File: config.mk
export PLATFORM = sky130hd
export DESIGN_NAME = mult_accum_unit
export DESIGN_NICKNAME = d
export VERILOG_FILES = /design/src/mac_access_pkg.sv /design/src/unit_link_if.sv /design/src/mult_accum_unit.sv /design/src/acc_shift.sv /design/src/bank_status.sv
export VERILOG_INCLUDE_DIRS = /design/src
export SDC_FILE = /design/constraint.sdc
export NUM_CORES = 1
export LEC_CHECK = 0
export BUFFER_PORTS_ARGS = -buffer_cell sky130_fd_sc_hd__buf_2
export CORE_UTILIZATION = 44
export CTS_BUF_LIST = sky130_fd_sc_hd__clkbuf_4 sky130_fd_sc_hd__clkbuf_8
export DETAILED_ROUTE_END_ITERATION = 12
export PLACE_DENSITY = 0.64
export SLEW_MARGIN = 20
export SYNTH_ARGS = -nofsm -noshare
export SYNTH_HDL_FRONTEND = slang
export SYNTH_SLANG_ARGS = --single-unit
File: constraint.sdc
create_clock -name aclk -period 6.1 [get_ports aclk]
set_input_delay 1.22 -clock aclk [delete_from_list [all_inputs] [get_ports aclk]]
set_output_delay 1.22 -clock aclk [all_outputs]
set_load 0.05 [all_outputs]
File: src/mac_access_consts.svh
// Function
// - Compute_bank finishing while host bank done: compute_bank goes done, host stays done
// - Final read of a block input into any accumulator byte empties done host
// - Any read of the top accumulator byte empties a done host bank
// - Writing any unit register but status discards a done host result
// - Control bits 2:0 give the left shift used on accumulator writes
// - Write left shift equals load shift, 0 to 7, over 40 bits
// - Control bit 6 fills every low bit vacated by the write shift
// - Zero load shift stores byte k unchanged into accumulator bits 8k+7:8k
// - Shift s: byte 0 fills 7+s:0, others land s higher, top trimmed
// - Control bits 5:3 give the right shift used on accumulator reads
// - Reads are right shifted by the result shift, 0 to 7 bits
// - Bits vacated by the read shift copy accumulator bit 39
// - Zero result shift reads byte k as accumulator bits 8k+7:8k
// - Result shift s reads byte k from bit 8k+s, sign copied above
// - Swap code to status with host empty, compute_bank done swaps banks
`ifndef MAC_ACCESS_CONSTS_SVH
`define MAC_ACCESS_CONSTS_SVH

// ----------------------------------------------------------------
// Register byte offsets
// ----------------------------------------------------------------
`define OFS_ACC0      8'h00
`define OFS_ACC4      8'h10
`define OFS_CTL       8'h14
`define OFS_STAT      8'h18
`define OFS_IRQ_STAT  8'h1C
`define OFS_IRQ_MASK  8'h20
`define OFS_FIN0      8'h40
`define OFS_FIN4      8'h50

// ----------------------------------------------------------------
// Fields and codes
// ----------------------------------------------------------------
`define CTL_LSHIFT_LSB 0
`define CTL_RSHIFT_LSB 3
`define CTL_FILL_BIT   6
`define CTL_RESET      7'h00
`define SWAP_CODE      8'h80
`define ST_EMPTY_CODE  2'h0
`define ST_READY_CODE  2'h1
`define ST_INPROG_CODE 2'h3
`define ST_DONE_CODE   2'h2
`define IRQ_COMPUTE_BANK_DONE  0
`define IRQ_HOST_EMPTY 1
`define IRQ_MASK_RESET 2'h0
`define RESP_OKAY      2'h0
`define RESP_SLVERR    2'h2

`endif

File: src/mac_access_pkg.sv
`include "mac_access_consts.svh"
package mac_access_pkg;
  // Bank status, Gray along empty, ready, in progress, done
  typedef enum logic [1:0] {
    BANK_EMPTY   = `ST_EMPTY_CODE,
    BANK_READY   = `ST_READY_CODE,
    BANK_IN_PROG = `ST_INPROG_CODE,
    BANK_DONE    = `ST_DONE_CODE
  } bank_st_t;

  // Decoded register targets
  typedef enum logic [2:0] {
    REG_NONE, REG_ACC, REG_FIN, REG_CTL, REG_STAT, REG_ISTAT, REG_IMASK
  } reg_id_t;
endpackage : mac_access_pkg

File: src/unit_link_if.sv
`timescale 1ns/1ps
interface unit_link_if;
  import mac_access_pkg::*;
  logic [39:0] acc_val;
  logic [39:0] acc_merged;
  logic [2:0]  wr_idx;
  logic [2:0]  rd_idx;
  logic [7:0]  wr_byte;
  logic [7:0]  rd_byte;
  logic [2:0]  lshift;
  logic [2:0]  rshift;
  logic        fill;
  logic        compute_bank_start;
  logic        compute_bank_done;
  logic        release_req;
  logic        swap_req;
  logic        swap_fire;
  logic        done_evt;
  logic        empty_evt;
  bank_st_t    host_st;
  bank_st_t    compute_bank_st;

  modport shift (input acc_val, wr_idx, rd_idx, wr_byte, lshift, rshift,
                 fill, output acc_merged, rd_byte);
  modport bank (input compute_bank_start, compute_bank_done, release_req, swap_req,
                output swap_fire, done_evt, empty_evt, host_st, compute_bank_st);
endinterface : unit_link_if

File: src/mult_accum_unit.sv
// The implementer's own choices: the address map and the AXI4-Lite interface to the registers.
`timescale 1ns/1ps
module mult_accum_unit (
  input  wire logic        aclk,
  input  wire logic        aresetn,
  input  wire logic [7:0]  s_axi_awaddr,
  input  wire logic        s_axi_awvalid,
  output logic             s_axi_awready,
  input  wire logic [31:0] s_axi_wdata,
  input  wire logic [3:0]  s_axi_wstrb,
  input  wire logic        s_axi_wvalid,
  output logic             s_axi_wready,
  output logic [1:0]       s_axi_bresp,
  output logic             s_axi_bvalid,
  input  wire logic        s_axi_bready,
  input  wire logic [7:0]  s_axi_araddr,
  input  wire logic        s_axi_arvalid,
  output logic             s_axi_arready,
  output logic [31:0]      s_axi_rdata,
  output logic [1:0]       s_axi_rresp,
  output logic             s_axi_rvalid,
  input  wire logic        s_axi_rready,
  input  wire logic        compute_bank_start,
  input  wire logic        compute_bank_done,
  input  wire logic [39:0] compute_bank_result,
  output logic             irq
);
  import mac_access_pkg::*;

  // ----------------------------------------------------------------
  // Address decode
  // ----------------------------------------------------------------
  function automatic reg_id_t decode(input logic [7:0] a);
    decode = REG_NONE;
    if (a[1:0] == 2'h0)
    begin
      if (a <= `OFS_ACC4) decode = REG_ACC;
      else if (a == `OFS_CTL) decode = REG_CTL;
      else if (a == `OFS_STAT) decode = REG_STAT;
      else if (a == `OFS_IRQ_STAT) decode = REG_ISTAT;
      else if (a == `OFS_IRQ_MASK) decode = REG_IMASK;
      else if (a >= `OFS_FIN0 && a <= `OFS_FIN4) decode = REG_FIN;
    end
  endfunction : decode

  function automatic logic [2:0] acc_idx(input logic [7:0] a);
    acc_idx = a[4:2];
  endfunction : acc_idx

  // Reference slice, sign extended then shifted
  function automatic logic [7:0] ref_byte(
    input logic [39:0] acc,
    input logic [2:0]  k,
    input logic [2:0]  s
  );
    logic [79:0] ext;
    ext      = {{40{acc[39]}}, acc} >> ({k, 3'h0} + {3'h0, s});
    ref_byte = ext[7:0];
  endfunction : ref_byte

  function automatic logic [39:0] low_mask(input logic [2:0] s);
    low_mask = ~(40'hFF_FFFF_FFFF << s);
  endfunction : low_mask

  unit_link_if lk ();

  logic [7:0]  aw_addr_q;
  logic        aw_held_q;
  logic [31:0] w_data_q;
  logic [3:0]  w_strb_q;
  logic        w_held_q;
  logic        do_write;
  logic        ar_take;
  reg_id_t     wr_sel;
  reg_id_t     rd_sel;
  logic [31:0] rd_val;
  logic [1:0]  rd_resp;
  logic [6:0]  ctl_q;
  logic [39:0] host_acc_q;
  logic [39:0] compute_bank_acc_q;
  logic [1:0]  istat_q;
  logic [1:0]  istat_d;
  logic [1:0]  imask_q;
  logic [1:0]  imask_d;
  logic [1:0]  iclr;
  logic        wr_acc;
  logic        rd_release;

  // ----------------------------------------------------------------
  // Submodules
  // ----------------------------------------------------------------
  acc_shift u_shift (
    .lk (lk.shift)
  );

  bank_status u_bank (
    .aclk    (aclk),
    .aresetn (aresetn),
    .lk      (lk.bank)
  );

  // Shift setup taken from the control value at each access
  assign lk.acc_val    = host_acc_q;
  assign lk.lshift     = ctl_q[`CTL_LSHIFT_LSB +: 3];
  assign lk.rshift     = ctl_q[`CTL_RSHIFT_LSB +: 3];
  assign lk.fill       = ctl_q[`CTL_FILL_BIT];
  assign lk.wr_idx     = acc_idx(aw_addr_q);
  assign lk.wr_byte    = w_data_q[7:0];
  assign lk.rd_idx     = acc_idx(s_axi_araddr);
  assign lk.compute_bank_start = compute_bank_start;
  assign lk.compute_bank_done  = compute_bank_done;

  // ----------------------------------------------------------------
  // Write channel
  // ----------------------------------------------------------------
  assign do_write = aw_held_q && w_held_q && !s_axi_bvalid;
  assign wr_sel   = decode(aw_addr_q);
  assign wr_acc   = do_write && (wr_sel == REG_ACC || wr_sel == REG_FIN);

  // Address and data holding, taken in either order
  always_ff @(posedge aclk)
  begin
    if (!aresetn)
    begin
      aw_held_q     <= 1'b0;
      w_held_q      <= 1'b0;
      s_axi_awready <= 1'b0;
      s_axi_wready  <= 1'b0;
      aw_addr_q     <= 8'h00;
      w_data_q      <= 32'h0000_0000;
      w_strb_q      <= 4'h0;
    end
    else
    begin
      if (s_axi_awvalid && s_axi_awready)
      begin
        aw_addr_q     <= s_axi_awaddr;
        aw_held_q     <= 1'b1;
        s_axi_awready <= 1'b0;
      end
      else if (do_write)
      begin
        aw_held_q     <= 1'b0;
        s_axi_awready <= 1'b1;
      end
      else
        s_axi_awready <= !aw_held_q;
      if (s_axi_wvalid && s_axi_wready)
      begin
        w_data_q     <= s_axi_wdata;
        w_strb_q     <= s_axi_wstrb;
        w_held_q     <= 1'b1;
        s_axi_wready <= 1'b0;
      end
      else if (do_write)
      begin
        w_held_q     <= 1'b0;
        s_axi_wready <= 1'b1;
      end
      else
        s_axi_wready <= !w_held_q;
    end
  end

  // Write response
  always_ff @(posedge aclk)
  begin
    if (!aresetn)
    begin
      s_axi_bvalid <= 1'b0;
      s_axi_bresp  <= `RESP_OKAY;
    end
    else if (do_write)
    begin
      s_axi_bvalid <= 1'b1;
      s_axi_bresp  <= (wr_sel == REG_NONE) ? `RESP_SLVERR : `RESP_OKAY;
    end
    else if (s_axi_bready)
      s_axi_bvalid <= 1'b0;
  end

  // Control register, low byte lane only
  always_ff @(posedge aclk)
  begin
    if (!aresetn)
      ctl_q <= `CTL_RESET;
    else if (do_write && wr_sel == REG_CTL && w_strb_q[0])
      ctl_q <= w_data_q[6:0];
  end

  // Swap request and result discard toward the bank logic
  assign lk.swap_req    = do_write && wr_sel == REG_STAT && w_strb_q[0] &&
                          w_data_q[7:0] == `SWAP_CODE;
  assign lk.release_req = (do_write && wr_sel != REG_STAT &&
                           wr_sel != REG_NONE) || rd_release;

  // Host accumulator: bank swap or shifted byte load
  always_ff @(posedge aclk)
  begin
    if (!aresetn)
      host_acc_q <= 40'h00_0000_0000;
    else if (lk.swap_fire)
      host_acc_q <= compute_bank_acc_q;
    else if (wr_acc && w_strb_q[0])
      host_acc_q <= lk.acc_merged;
  end

  // Compute bank result capture
  always_ff @(posedge aclk)
  begin
    if (!aresetn)
      compute_bank_acc_q <= 40'h00_0000_0000;
    else if (compute_bank_done && lk.compute_bank_st == BANK_IN_PROG)
      compute_bank_acc_q <= compute_bank_result;
  end

  // ----------------------------------------------------------------
  // Read channel
  // ----------------------------------------------------------------
  assign ar_take    = s_axi_arvalid && s_axi_arready;
  assign rd_sel     = decode(s_axi_araddr);
  assign rd_release = ar_take && (rd_sel == REG_FIN ||
                      (rd_sel == REG_ACC &&
                       s_axi_araddr == `OFS_ACC4));

  // Read data select
  always_comb
  begin
    rd_val  = 32'h0000_0000;
    rd_resp = `RESP_OKAY;
    case (rd_sel)
      REG_ACC, REG_FIN: rd_val = {24'h00_0000, lk.rd_byte};
      REG_CTL:   rd_val = {25'h000_0000, ctl_q};
      REG_STAT:  rd_val = {28'h000_0000, lk.compute_bank_st, lk.host_st};
      REG_ISTAT: rd_val = {30'h0000_0000, istat_q};
      REG_IMASK: rd_val = {30'h0000_0000, imask_q};
      default:   rd_resp = `RESP_SLVERR;
    endcase
  end

  // Read response
  always_ff @(posedge aclk)
  begin
    if (!aresetn)
    begin
      s_axi_arready <= 1'b0;
      s_axi_rvalid  <= 1'b0;
      s_axi_rdata   <= 32'h0000_0000;
      s_axi_rresp   <= `RESP_OKAY;
    end
    else if (ar_take)
    begin
      s_axi_arready <= 1'b0;
      s_axi_rvalid  <= 1'b1;
      s_axi_rdata   <= rd_val;
      s_axi_rresp   <= rd_resp;
    end
    else if (s_axi_rvalid && s_axi_rready)
    begin
      s_axi_rvalid  <= 1'b0;
      s_axi_arready <= 1'b1;
    end
    else
      s_axi_arready <= !s_axi_rvalid;
  end

  // ----------------------------------------------------------------
  // Interrupts
  // ----------------------------------------------------------------
  assign iclr = (do_write && wr_sel == REG_ISTAT && w_strb_q[0]) ?
                w_data_q[1:0] : 2'h0;

  // Sticky events, a new event beats a clear
  always_comb
  begin
    istat_d = istat_q & ~iclr;
    istat_d[`IRQ_COMPUTE_BANK_DONE]  = istat_d[`IRQ_COMPUTE_BANK_DONE] | lk.done_evt;
    istat_d[`IRQ_HOST_EMPTY] = istat_d[`IRQ_HOST_EMPTY] | lk.empty_evt;
    imask_d = (do_write && wr_sel == REG_IMASK && w_strb_q[0]) ?
              w_data_q[1:0] : imask_q;
  end

  // Status, mask and output level
  always_ff @(posedge aclk)
  begin
    if (!aresetn)
    begin
      istat_q <= 2'h0;
      imask_q <= `IRQ_MASK_RESET;
      irq     <= 1'b0;
    end
    else
    begin
      istat_q <= istat_d;
      imask_q <= imask_d;
      irq     <= |(istat_d & imask_d);
    end
  end

  // ----------------------------------------------------------------
  // Checks
  // ----------------------------------------------------------------
  read_map_a: assert property (@(posedge aclk) disable iff (!aresetn)
    ar_take && (rd_sel == REG_ACC || rd_sel == REG_FIN) |=>
    s_axi_rdata[7:0] == ref_byte($past(host_acc_q), $past(lk.rd_idx),
                                 $past(lk.rshift)))
    else $error("accumulator read byte mismatch");

  read_sign_a: assert property (@(posedge aclk) disable iff (!aresetn)
    ar_take && s_axi_araddr == `OFS_ACC4 && lk.rshift != 3'h0 |=>
    s_axi_rdata[7] == $past(host_acc_q[39]))
    else $error("top byte lost sign copy");

  top_read_a: assert property (@(posedge aclk) disable iff (!aresetn)
    ar_take && s_axi_araddr == `OFS_ACC4 && lk.host_st == BANK_DONE |=>
    lk.host_st == BANK_EMPTY)
    else $error("top byte read left host bank done");

  write_discard_a: assert property (@(posedge aclk) disable iff (!aresetn)
    do_write && !(wr_sel inside {REG_STAT, REG_NONE}) &&
    lk.host_st == BANK_DONE |=> lk.host_st == BANK_EMPTY)
    else $error("register write kept done result");

  plain_write_a: assert property (@(posedge aclk) disable iff (!aresetn)
    wr_acc && w_strb_q[0] && aw_addr_q == `OFS_ACC0 &&
    lk.lshift == 3'h0 && !lk.swap_fire |=>
    host_acc_q[7:0] == $past(w_data_q[7:0]))
    else $error("unshifted byte zero write wrong");

  fill_bits_a: assert property (@(posedge aclk) disable iff (!aresetn)
    wr_acc && w_strb_q[0] && aw_addr_q == `OFS_ACC0 &&
    !lk.swap_fire |=>
    (host_acc_q & low_mask($past(lk.lshift))) ==
    ($past(lk.fill) ? low_mask($past(lk.lshift)) : 40'h00_0000_0000))
    else $error("vacated low bits not filled");

  swap_banks_a: assert property (@(posedge aclk) disable iff (!aresetn)
    lk.swap_req && lk.host_st == BANK_EMPTY && lk.compute_bank_st == BANK_DONE |=>
    lk.host_st == BANK_DONE && lk.compute_bank_st == BANK_EMPTY &&
    host_acc_q == $past(compute_bank_acc_q))
    else $error("swap code did not swap banks");

  irq_level_a: assert property (@(posedge aclk) disable iff (!aresetn)
    lk.done_evt && imask_d[`IRQ_COMPUTE_BANK_DONE] |=>
    irq && istat_q[`IRQ_COMPUTE_BANK_DONE])
    else $error("interrupt level not matching status and mask");

  write_resp_a: assert property (@(posedge aclk) disable iff (!aresetn)
    do_write |=> s_axi_bvalid && (s_axi_bresp == `RESP_SLVERR) ==
    ($past(wr_sel) == REG_NONE))
    else $error("write response missing or wrong");
endmodule : mult_accum_unit

File: src/acc_shift.sv
`timescale 1ns/1ps
module acc_shift (
  unit_link_if.shift lk
);
  import mac_access_pkg::*;

  // ----------------------------------------------------------------
  // Byte placement with left shift and fill
  // ----------------------------------------------------------------
  function automatic logic [39:0] merge_byte(
    input logic [39:0] acc,
    input logic [2:0]  k,
    input logic [7:0]  d,
    input logic [2:0]  s,
    input logic        f
  );
    logic [5:0]  sh;
    logic [47:0] val;
    logic [47:0] msk;
    logic [47:0] fmsk;
    sh   = {k, 3'h0} + {3'h0, s};
    val  = {40'h0, d} << sh;
    msk  = {40'h0, 8'hFF} << sh;
    fmsk = ~(48'hFFFF_FFFF_FFFF << s);
    if (k == 3'h0)
    begin
      msk = msk | fmsk;
      val = val | (f ? fmsk : 48'h0);
    end
    merge_byte = (acc & ~msk[39:0]) | (val[39:0] & msk[39:0]);
  endfunction : merge_byte

  logic signed [39:0] shifted;
  logic [5:0]         rpos;
  logic [2:0]         widx;

  // Write merge and sign-extending read slice
  always_comb
  begin
    widx          = (lk.wr_idx > 3'h4) ? 3'h0 : lk.wr_idx;
    lk.acc_merged = merge_byte(lk.acc_val, widx, lk.wr_byte,
                               lk.lshift, lk.fill);
    shifted       = $signed(lk.acc_val) >>> lk.rshift;
    rpos          = (lk.rd_idx > 3'h4) ? 6'h0 : {lk.rd_idx, 3'h0};
    lk.rd_byte    = shifted[rpos +: 8];
  end
endmodule : acc_shift

File: src/bank_status.sv
`timescale 1ns/1ps
module bank_status (
  input wire logic aclk,
  input wire logic aresetn,
  unit_link_if.bank lk
);
  import mac_access_pkg::*;

  bank_st_t host_q;
  bank_st_t host_d;
  bank_st_t compute_bank_q;
  bank_st_t compute_bank_d;
  logic     swap_ok;

  assign swap_ok = lk.swap_req && (host_q == BANK_EMPTY) &&
                   (compute_bank_q == BANK_DONE);

  // Compute bank progression
  always_comb
  begin
    compute_bank_d = compute_bank_q;
    case (compute_bank_q)
      BANK_EMPTY:   if (lk.compute_bank_start) compute_bank_d = BANK_IN_PROG;
      BANK_IN_PROG: if (lk.compute_bank_done) compute_bank_d = BANK_DONE;
      BANK_DONE:
      begin
        if (swap_ok) compute_bank_d = BANK_EMPTY;
        else if (lk.compute_bank_start) compute_bank_d = BANK_IN_PROG;
      end
      default:      compute_bank_d = BANK_EMPTY;
    endcase
  end

  // Host bank progression, compute_bank bank untouched here
  always_comb
  begin
    host_d = host_q;
    case (host_q)
      BANK_EMPTY: if (swap_ok) host_d = BANK_DONE;
      BANK_DONE:  if (lk.release_req) host_d = BANK_EMPTY;
      default:    host_d = host_q;
    endcase
  end

  // Status flops
  always_ff @(posedge aclk)
  begin
    if (!aresetn)
    begin
      host_q <= BANK_EMPTY;
      compute_bank_q <= BANK_EMPTY;
    end
    else
    begin
      host_q <= host_d;
      compute_bank_q <= compute_bank_d;
    end
  end

  assign lk.host_st   = host_q;
  assign lk.compute_bank_st   = compute_bank_q;
  assign lk.swap_fire = swap_ok;
  assign lk.done_evt  = (compute_bank_q == BANK_IN_PROG) && (compute_bank_d == BANK_DONE);
  assign lk.empty_evt = (host_q == BANK_DONE) && (host_d == BANK_EMPTY);

  compute_bank_finish_a: assert property (@(posedge aclk) disable iff (!aresetn)
    lk.compute_bank_done && compute_bank_q == BANK_IN_PROG && host_q == BANK_DONE &&
    !lk.release_req |=> compute_bank_q == BANK_DONE && host_q == BANK_DONE)
    else $error("compute_bank finish did not reach done with host kept");

  release_keep_a: assert property (@(posedge aclk) disable iff (!aresetn)
    lk.release_req && host_q == BANK_DONE && !lk.compute_bank_start &&
    !lk.compute_bank_done |=> host_q == BANK_EMPTY && $stable(compute_bank_q))
    else $error("release did not empty host or moved compute_bank bank");
endmodule : bank_status

Word-level counts from Yosys, hierarchy flattened
Index checks and enable logic that the tools add are counted.
{ "op_classes": {"n_addsub": 1, "order_cmp": 8, "eq_ne": 27, "shift": 5, "mux": 43, "n_bitwise": 13, "n_reduce_logical": 54} }
{ "ops": {"columns": ["cell", "n"], "rows": [
  ["2-to-1 mux 40 bit", 5],
  ["OR 40 bit", 3],
  ["AND 40 bit", 2],
  ["NOT 40 bit", 2],
  ["== test 8 x 5 -> 1 bit (second input constant)", 7],
  ["<< shifter 48 x 3 -> 40 bit (first input constant)", 1],
  ["one-hot mux 8 bit (5 select lines)", 1],
  ["variable part select 40 x 7 -> 8 bit", 1],
  ["<< shifter 8 x 6 -> 40 bit", 1],
  ["<< shifter 8 x 6 -> 40 bit (first input constant)", 1],
  [">>> shifter 40 x 3 -> 40 bit", 1],
  ["2-to-1 mux 3 bit", 13],
  ["logical AND 1 bit", 28],
  ["2-to-1 mux 2 bit", 11],
  ["== test 3 bit (second input constant)", 6],
  ["== test 8 x 6 -> 1 bit (second input constant)", 2],
  [">= comparator 8 x 7 -> 1 bit (second input constant)", 2],
  ["less-or-equal comparator 8 x 5 -> 1 bit (second input constant)", 2],
  ["less-or-equal comparator 8 x 7 -> 1 bit (second input constant)", 2],
  ["== test 3 x 2 -> 1 bit (second input constant)", 4],
  ["zero test 2 bit", 5],
  ["2-to-1 mux 1 bit", 10],
  ["nonzero test 2 bit", 5],
  ["OR reduction 2 bit", 5],
  ["other kinds (18)", 31]
]} }
{ "word_totals": {"reg_bits": 156, "input_bits": 101, "out_inout_bits": 42, "elab_cells": 172} }

Depth between registers and ports, before layout
{ "depth": {"ltp_word": 22, "ltp_mapped": 10} }

Modules after synthesis
Synthesis repeated with hierarchy kept, for this count alone.
{ "unflattened": {"hier_cells": 1112, "area_unflattened_um2": 8892.3} }
{ "modules_own_cells": {"columns": ["mod", "instances", "cells_each", "area_per_inst_um2", "seq_area_each_um2"], "rows": [
  ["mult_accum_unit", 1, 621, 5495.3, 2522.4],
  ["acc_shift", 1, 471, 3194.3, 0.0],
  ["bank_status", 1, 20, 202.7, 80.1]
]} }

Worst setup path before layout
No wires, ideal clock.
{ "synth_path": {"path_type": "input to register", "from": "input s_axi_araddr[2]", "to": "register s_axi_rdata[1]", "t_arrival_ps": 2957, "slack_ps": 3025, "path_stages": 7, "n_path_buf": 2, "cell_sequence": "buf_2 > nor2b_1 > buf_4 > mux4_2 > mux4_2 > nand2b_1 > a32o_1"} }
{ "synth_between": {"elab_chain_len": 12, "word_cells_on_any_way": 26, "cone_classes": "order compare (4); eq/ne (10); shift (1); mux (9); reduce/logical (2)"} }
{ "synth_rtl": {"columns": ["element", "line", "source"], "rows": [
  ["from (decl)", "mult_accum_unit.sv:16", "input wire logic [7:0] s_axi_araddr,"],
  [">= comparator 8 x 7 -> 1 bit (no line) or less-or-equal comparator 8 x 7 -> 1 bit (tied branches)", null, null],
  ["logical AND 1 bit (no line)", null, null],
  ["2-to-1 mux 2 bit", "mult_accum_unit.sv:42", "else if (a >= `OFS_FIN0 && a <= `OFS_FIN4) decode = REG_FIN;"],
  ["2-to-1 mux 3 bit", "mult_accum_unit.sv:41", "else if (a == `OFS_IRQ_MASK) decode = REG_IMASK;"],
  ["2-to-1 mux 3 bit", "mult_accum_unit.sv:40", "else if (a == `OFS_IRQ_STAT) decode = REG_ISTAT;"],
  ["2-to-1 mux 3 bit", "mult_accum_unit.sv:39", "else if (a == `OFS_STAT) decode = REG_STAT;"],
  ["2-to-1 mux 3 bit", "mult_accum_unit.sv:38", "else if (a == `OFS_CTL) decode = REG_CTL;"],
  ["2-to-1 mux 3 bit", "mult_accum_unit.sv:37", "if (a <= `OFS_ACC4) decode = REG_ACC;"],
  ["2-to-1 mux 3 bit", "mult_accum_unit.sv:35", "if (a[1:0] == 2'h0)"],
  ["== test 3 x 2 -> 1 bit or == test 3 x 1 -> 1 bit (tied branches)", "mult_accum_unit.sv:231", "case (rd_sel)"],
  ["OR reduction 2 bit", "mult_accum_unit.sv:231", null],
  ["one-hot mux 8 bit (5 select lines) (*)", "mult_accum_unit.sv:231", null],
  ["to (signal assigned)", "mult_accum_unit.sv:255", "s_axi_rdata <= rd_val;"],
  ["to (decl)", "mult_accum_unit.sv:19", "output logic [31:0] s_axi_rdata,"]
]} }
Every way passes the cells marked *; elsewhere a longest branch is shown, timed or not.
A chain may end at the register's enable or synchronous reset.

==> results by group <==
Run status
  – Status: complete, no violations

Drt
  – Final ANT Viol Nets: 0
  – Post-Route WL: 30060 µm
  – Vias per cell: 6.150
  – Via Count: 8998
  – Drc violations: 0
  – WL per Instance: 20.54 µm
  – DR iter-0 viols: 971
  – DRT Pass-1 Iters: 5

Global routing
  – Gr ovfl total: 0
  – Initial antenna violation count: 0
  – Total global-route track usage: 0.2854
  – Vias in the first global route: 8180
  – Largest net degree at the start of global routing: 60
  – First-pass GRT wire length: 46770 µm

Power and ir drop
  – Peak supply drop: 0.0001563 V
  – Power after layout: 1.859 mW
  – Pwr dens: 189.1 nW/µm²
  – Leakage: 3.389 nW

Critical path
  – R2R Setup Slk: 2.48 ns
  – Worst setup startpoint: aw_addr_q[3]
  – Crit end category: flip-flop
  – Worst r2r path cells: 5
  – Critical Path RT: 6.43 ns
  – FF-to-FF Start: aw_addr_q[3]
  – Crit path max fanout: 29
  – WP data arrival: 3.94 ns
  – Critical path class: reg2reg
  – Critical Path Start Type: flip-flop

Logic synthesis
  – Synth Area per Inst: 7.844 µm²
  – Largest family of logic cells by synthesized area: simple AND/OR/NAND/NOR gates
  – Post-synthesis xor/xnor area fraction: 0.006756
  – Synth cell types: 82
  – Area leader, netlist: dfxtp_1
  – Register bit total from synthesis: 130
  – Synth warn: 0
  – Mapped Cells: 1157
  – Sequential fraction of the synthesis area: 0.2868
  – Mapped Area: 9075 µm²
  – Post-synth EDFFs: 0
  – Mux cell area share after synthesis: 0.1692
  – Post-synthesis adder-cell area fraction: 0.002757
  – Simple-gate share of the synthesized area: 0.2402
  – Complex-gate fraction of the synthesized area: 0.2183
  – Top cell type's share of synthesized area: 0.2868
  – Dominant synthesized flop cell: dfxtp_1
  – Ranking of synthesized cells by area: dfxtp_1, nand2_1, mux4_2, mux2i_1, a21oi_1
  – FFs w/ async S/R, synth: 0

Place
  – Gp weighted congestion: 1.026
  – HPWL Detailed: 22090 µm
  – IO buf count: 89
  – Setup WS pre-CTS: 2.449 ns

STA
  – Worst hold slack: 0.4546 ns
  – # setup viols final: 0
  – Slew @ Worst Pin: 1.135 ns
  – Period utilisation layout: 0.5930
  – Worst rel slew slack: 0.2417
  – Fmax achieved: 276.4 MHz
  – Final hold vios: 0
  – Total negative slack: 0 ns
  – Layout Skew: 0.02607 ns
  – RSZ-0062 raised after global routing: no
  – Fin crit period: 3.618 ns
  – Fin worst setup slack: 2.482 ns
  – Final Slew Violations: 0

Die
  – Initial Util: 0.4485
  – CORE AREA: 20230 µm²
  – Die span in x: 145.6 µm
  – Site row count: 52
  – Die footprint: 21200 µm²
  – IO Pins: 143
  – Die height: 145.6 µm

Clock network
  – Num CTS Buffers: 17
  – Clock Pin Slew Worst Setup and Hold Paths: 0.08 ns
  – Clk_lat worst skew: 0.47 ns
  – Post-CTS Setup Bufs: 0
  – CTS H-tree depth: 4
  – PostCTS Resize Cnt: 0
  – Hold buffers post-CTS: 0
  – Clock Root Buffer: clkbuf_8
  – CTS Sinks: 130
  – CTS tree: done
  – Clk buf depth: 2

Job
  – Maxcap violations: 0

Layout
  – Area growth from synthesis to layout: 8.341%
  – Nets: 1283
  – Most common cell after layout, fill and taps aside: nand2_1
  – Ant. Diodes: 0
  – Layout cells sized above 1: 0.1802
  – Commonest cells after routing, fill and taps aside: nand2_1, dfxtp_1, a21oi_1
  – Finished Core Util: 0.4859

Worst hold path
  – Hold Path Class: reg2reg
==> Yosys cell counts (4+ instances only) <==
master    instances
mux2_2           21
buf_2            21
nor4_1           11
clkbuf_1         59
buf_1            13
o32ai_1           7
mux2i_1          60
nand2b_1         15
nor2b_1          13
nand2_1         212
o22ai_1          21
buf_4            29
nor3_2            4
a41o_1            4
mux4_2           31
a31oi_1          22
a211o_1           4
a32o_1            5
nand3_1          44
a221oi_1          7
a21oi_1         109
inv_1            15
or3_1             9
nand4_1          10
nor2_1           60
o31ai_1           5
dfxtp_1         130
o21ai_0          51
and3_1           14
xnor2_1           7
or2_2             5
o211ai_1         13
and2_1           12
nor3_1           21
a22oi_1           7
a211oi_1         13
==> cells by family after synthesis <==
group,Yosys count
DFF,130
and+or+nand+nor,455
buffers and inverters,141
other,1
muxes,112
AOI/OAI and AO/OA,309
adders and majority gates,2
xor gates and xnor gates,7
==> metrics by stage <==
stage / cells / area [µm²]
CTS: 1463 / 9824
detailed placement: 1431 / 9448
global placement: 1431 / 9448
finish: 1463 / 9832
floorplan: 1182 / 9169
global route: 1463 / 9832
==> where the power goes <==
part | internal [mW] | switching, mW | total [mW]
clock network | 0.318 | 0.410 | 0.728
logic | 0.0709 | 0.167 | 0.238
registers | 0.864 | 0.0291 | 0.893
==> area by class of cell <==
type,count,area [µm²]
inverter,16,60.06
fill,2042,10400
timing repair buffer,104,558.0
multi-input combinational,911,5896
sequential,130,2604
tap,270,337.8
clock buffer,19,261.5
clock inverter,13,115.1
==> critical path, stage by stage (launching register included) <==
cell	delay (ns)
dfxtp_1	0.62
nor2b_1	0.95
nand3_1	0.56
or2_2	0.72
o21ai_0	0.53
a211oi_1	0.08
==> worst min path at each step <==
stage,start,to,slack (ns),cells past startpoint
5_1_grt,compute_bank_acc_q[39],flip-flop,0.48,2
3_3_place_gp,compute_bank_acc_q[9],compute_bank_acc_q[9],0.44,2
6_report,compute_bank_acc_q[9],compute_bank_acc_q[9],0.45,2
3_5_place_dp,compute_bank_acc_q[9],compute_bank_acc_q[9],0.44,2
4_1_cts,compute_bank_acc_q[9],compute_bank_acc_q[9],0.45,2
2_1_floorplan,compute_bank_acc_q[8],compute_bank_acc_q[8],0.43,2
==> per-layer routing <==
layer,share of wire,global-route usage,wire [µm]
met3,0.082,0.04671,2459
met2,0.43,0.4349,13040
met1,0.44,0.3878,13150
met5,0,0,0
met4,0.047,0.1516,1400
Power figures use the tool's default switching activity.
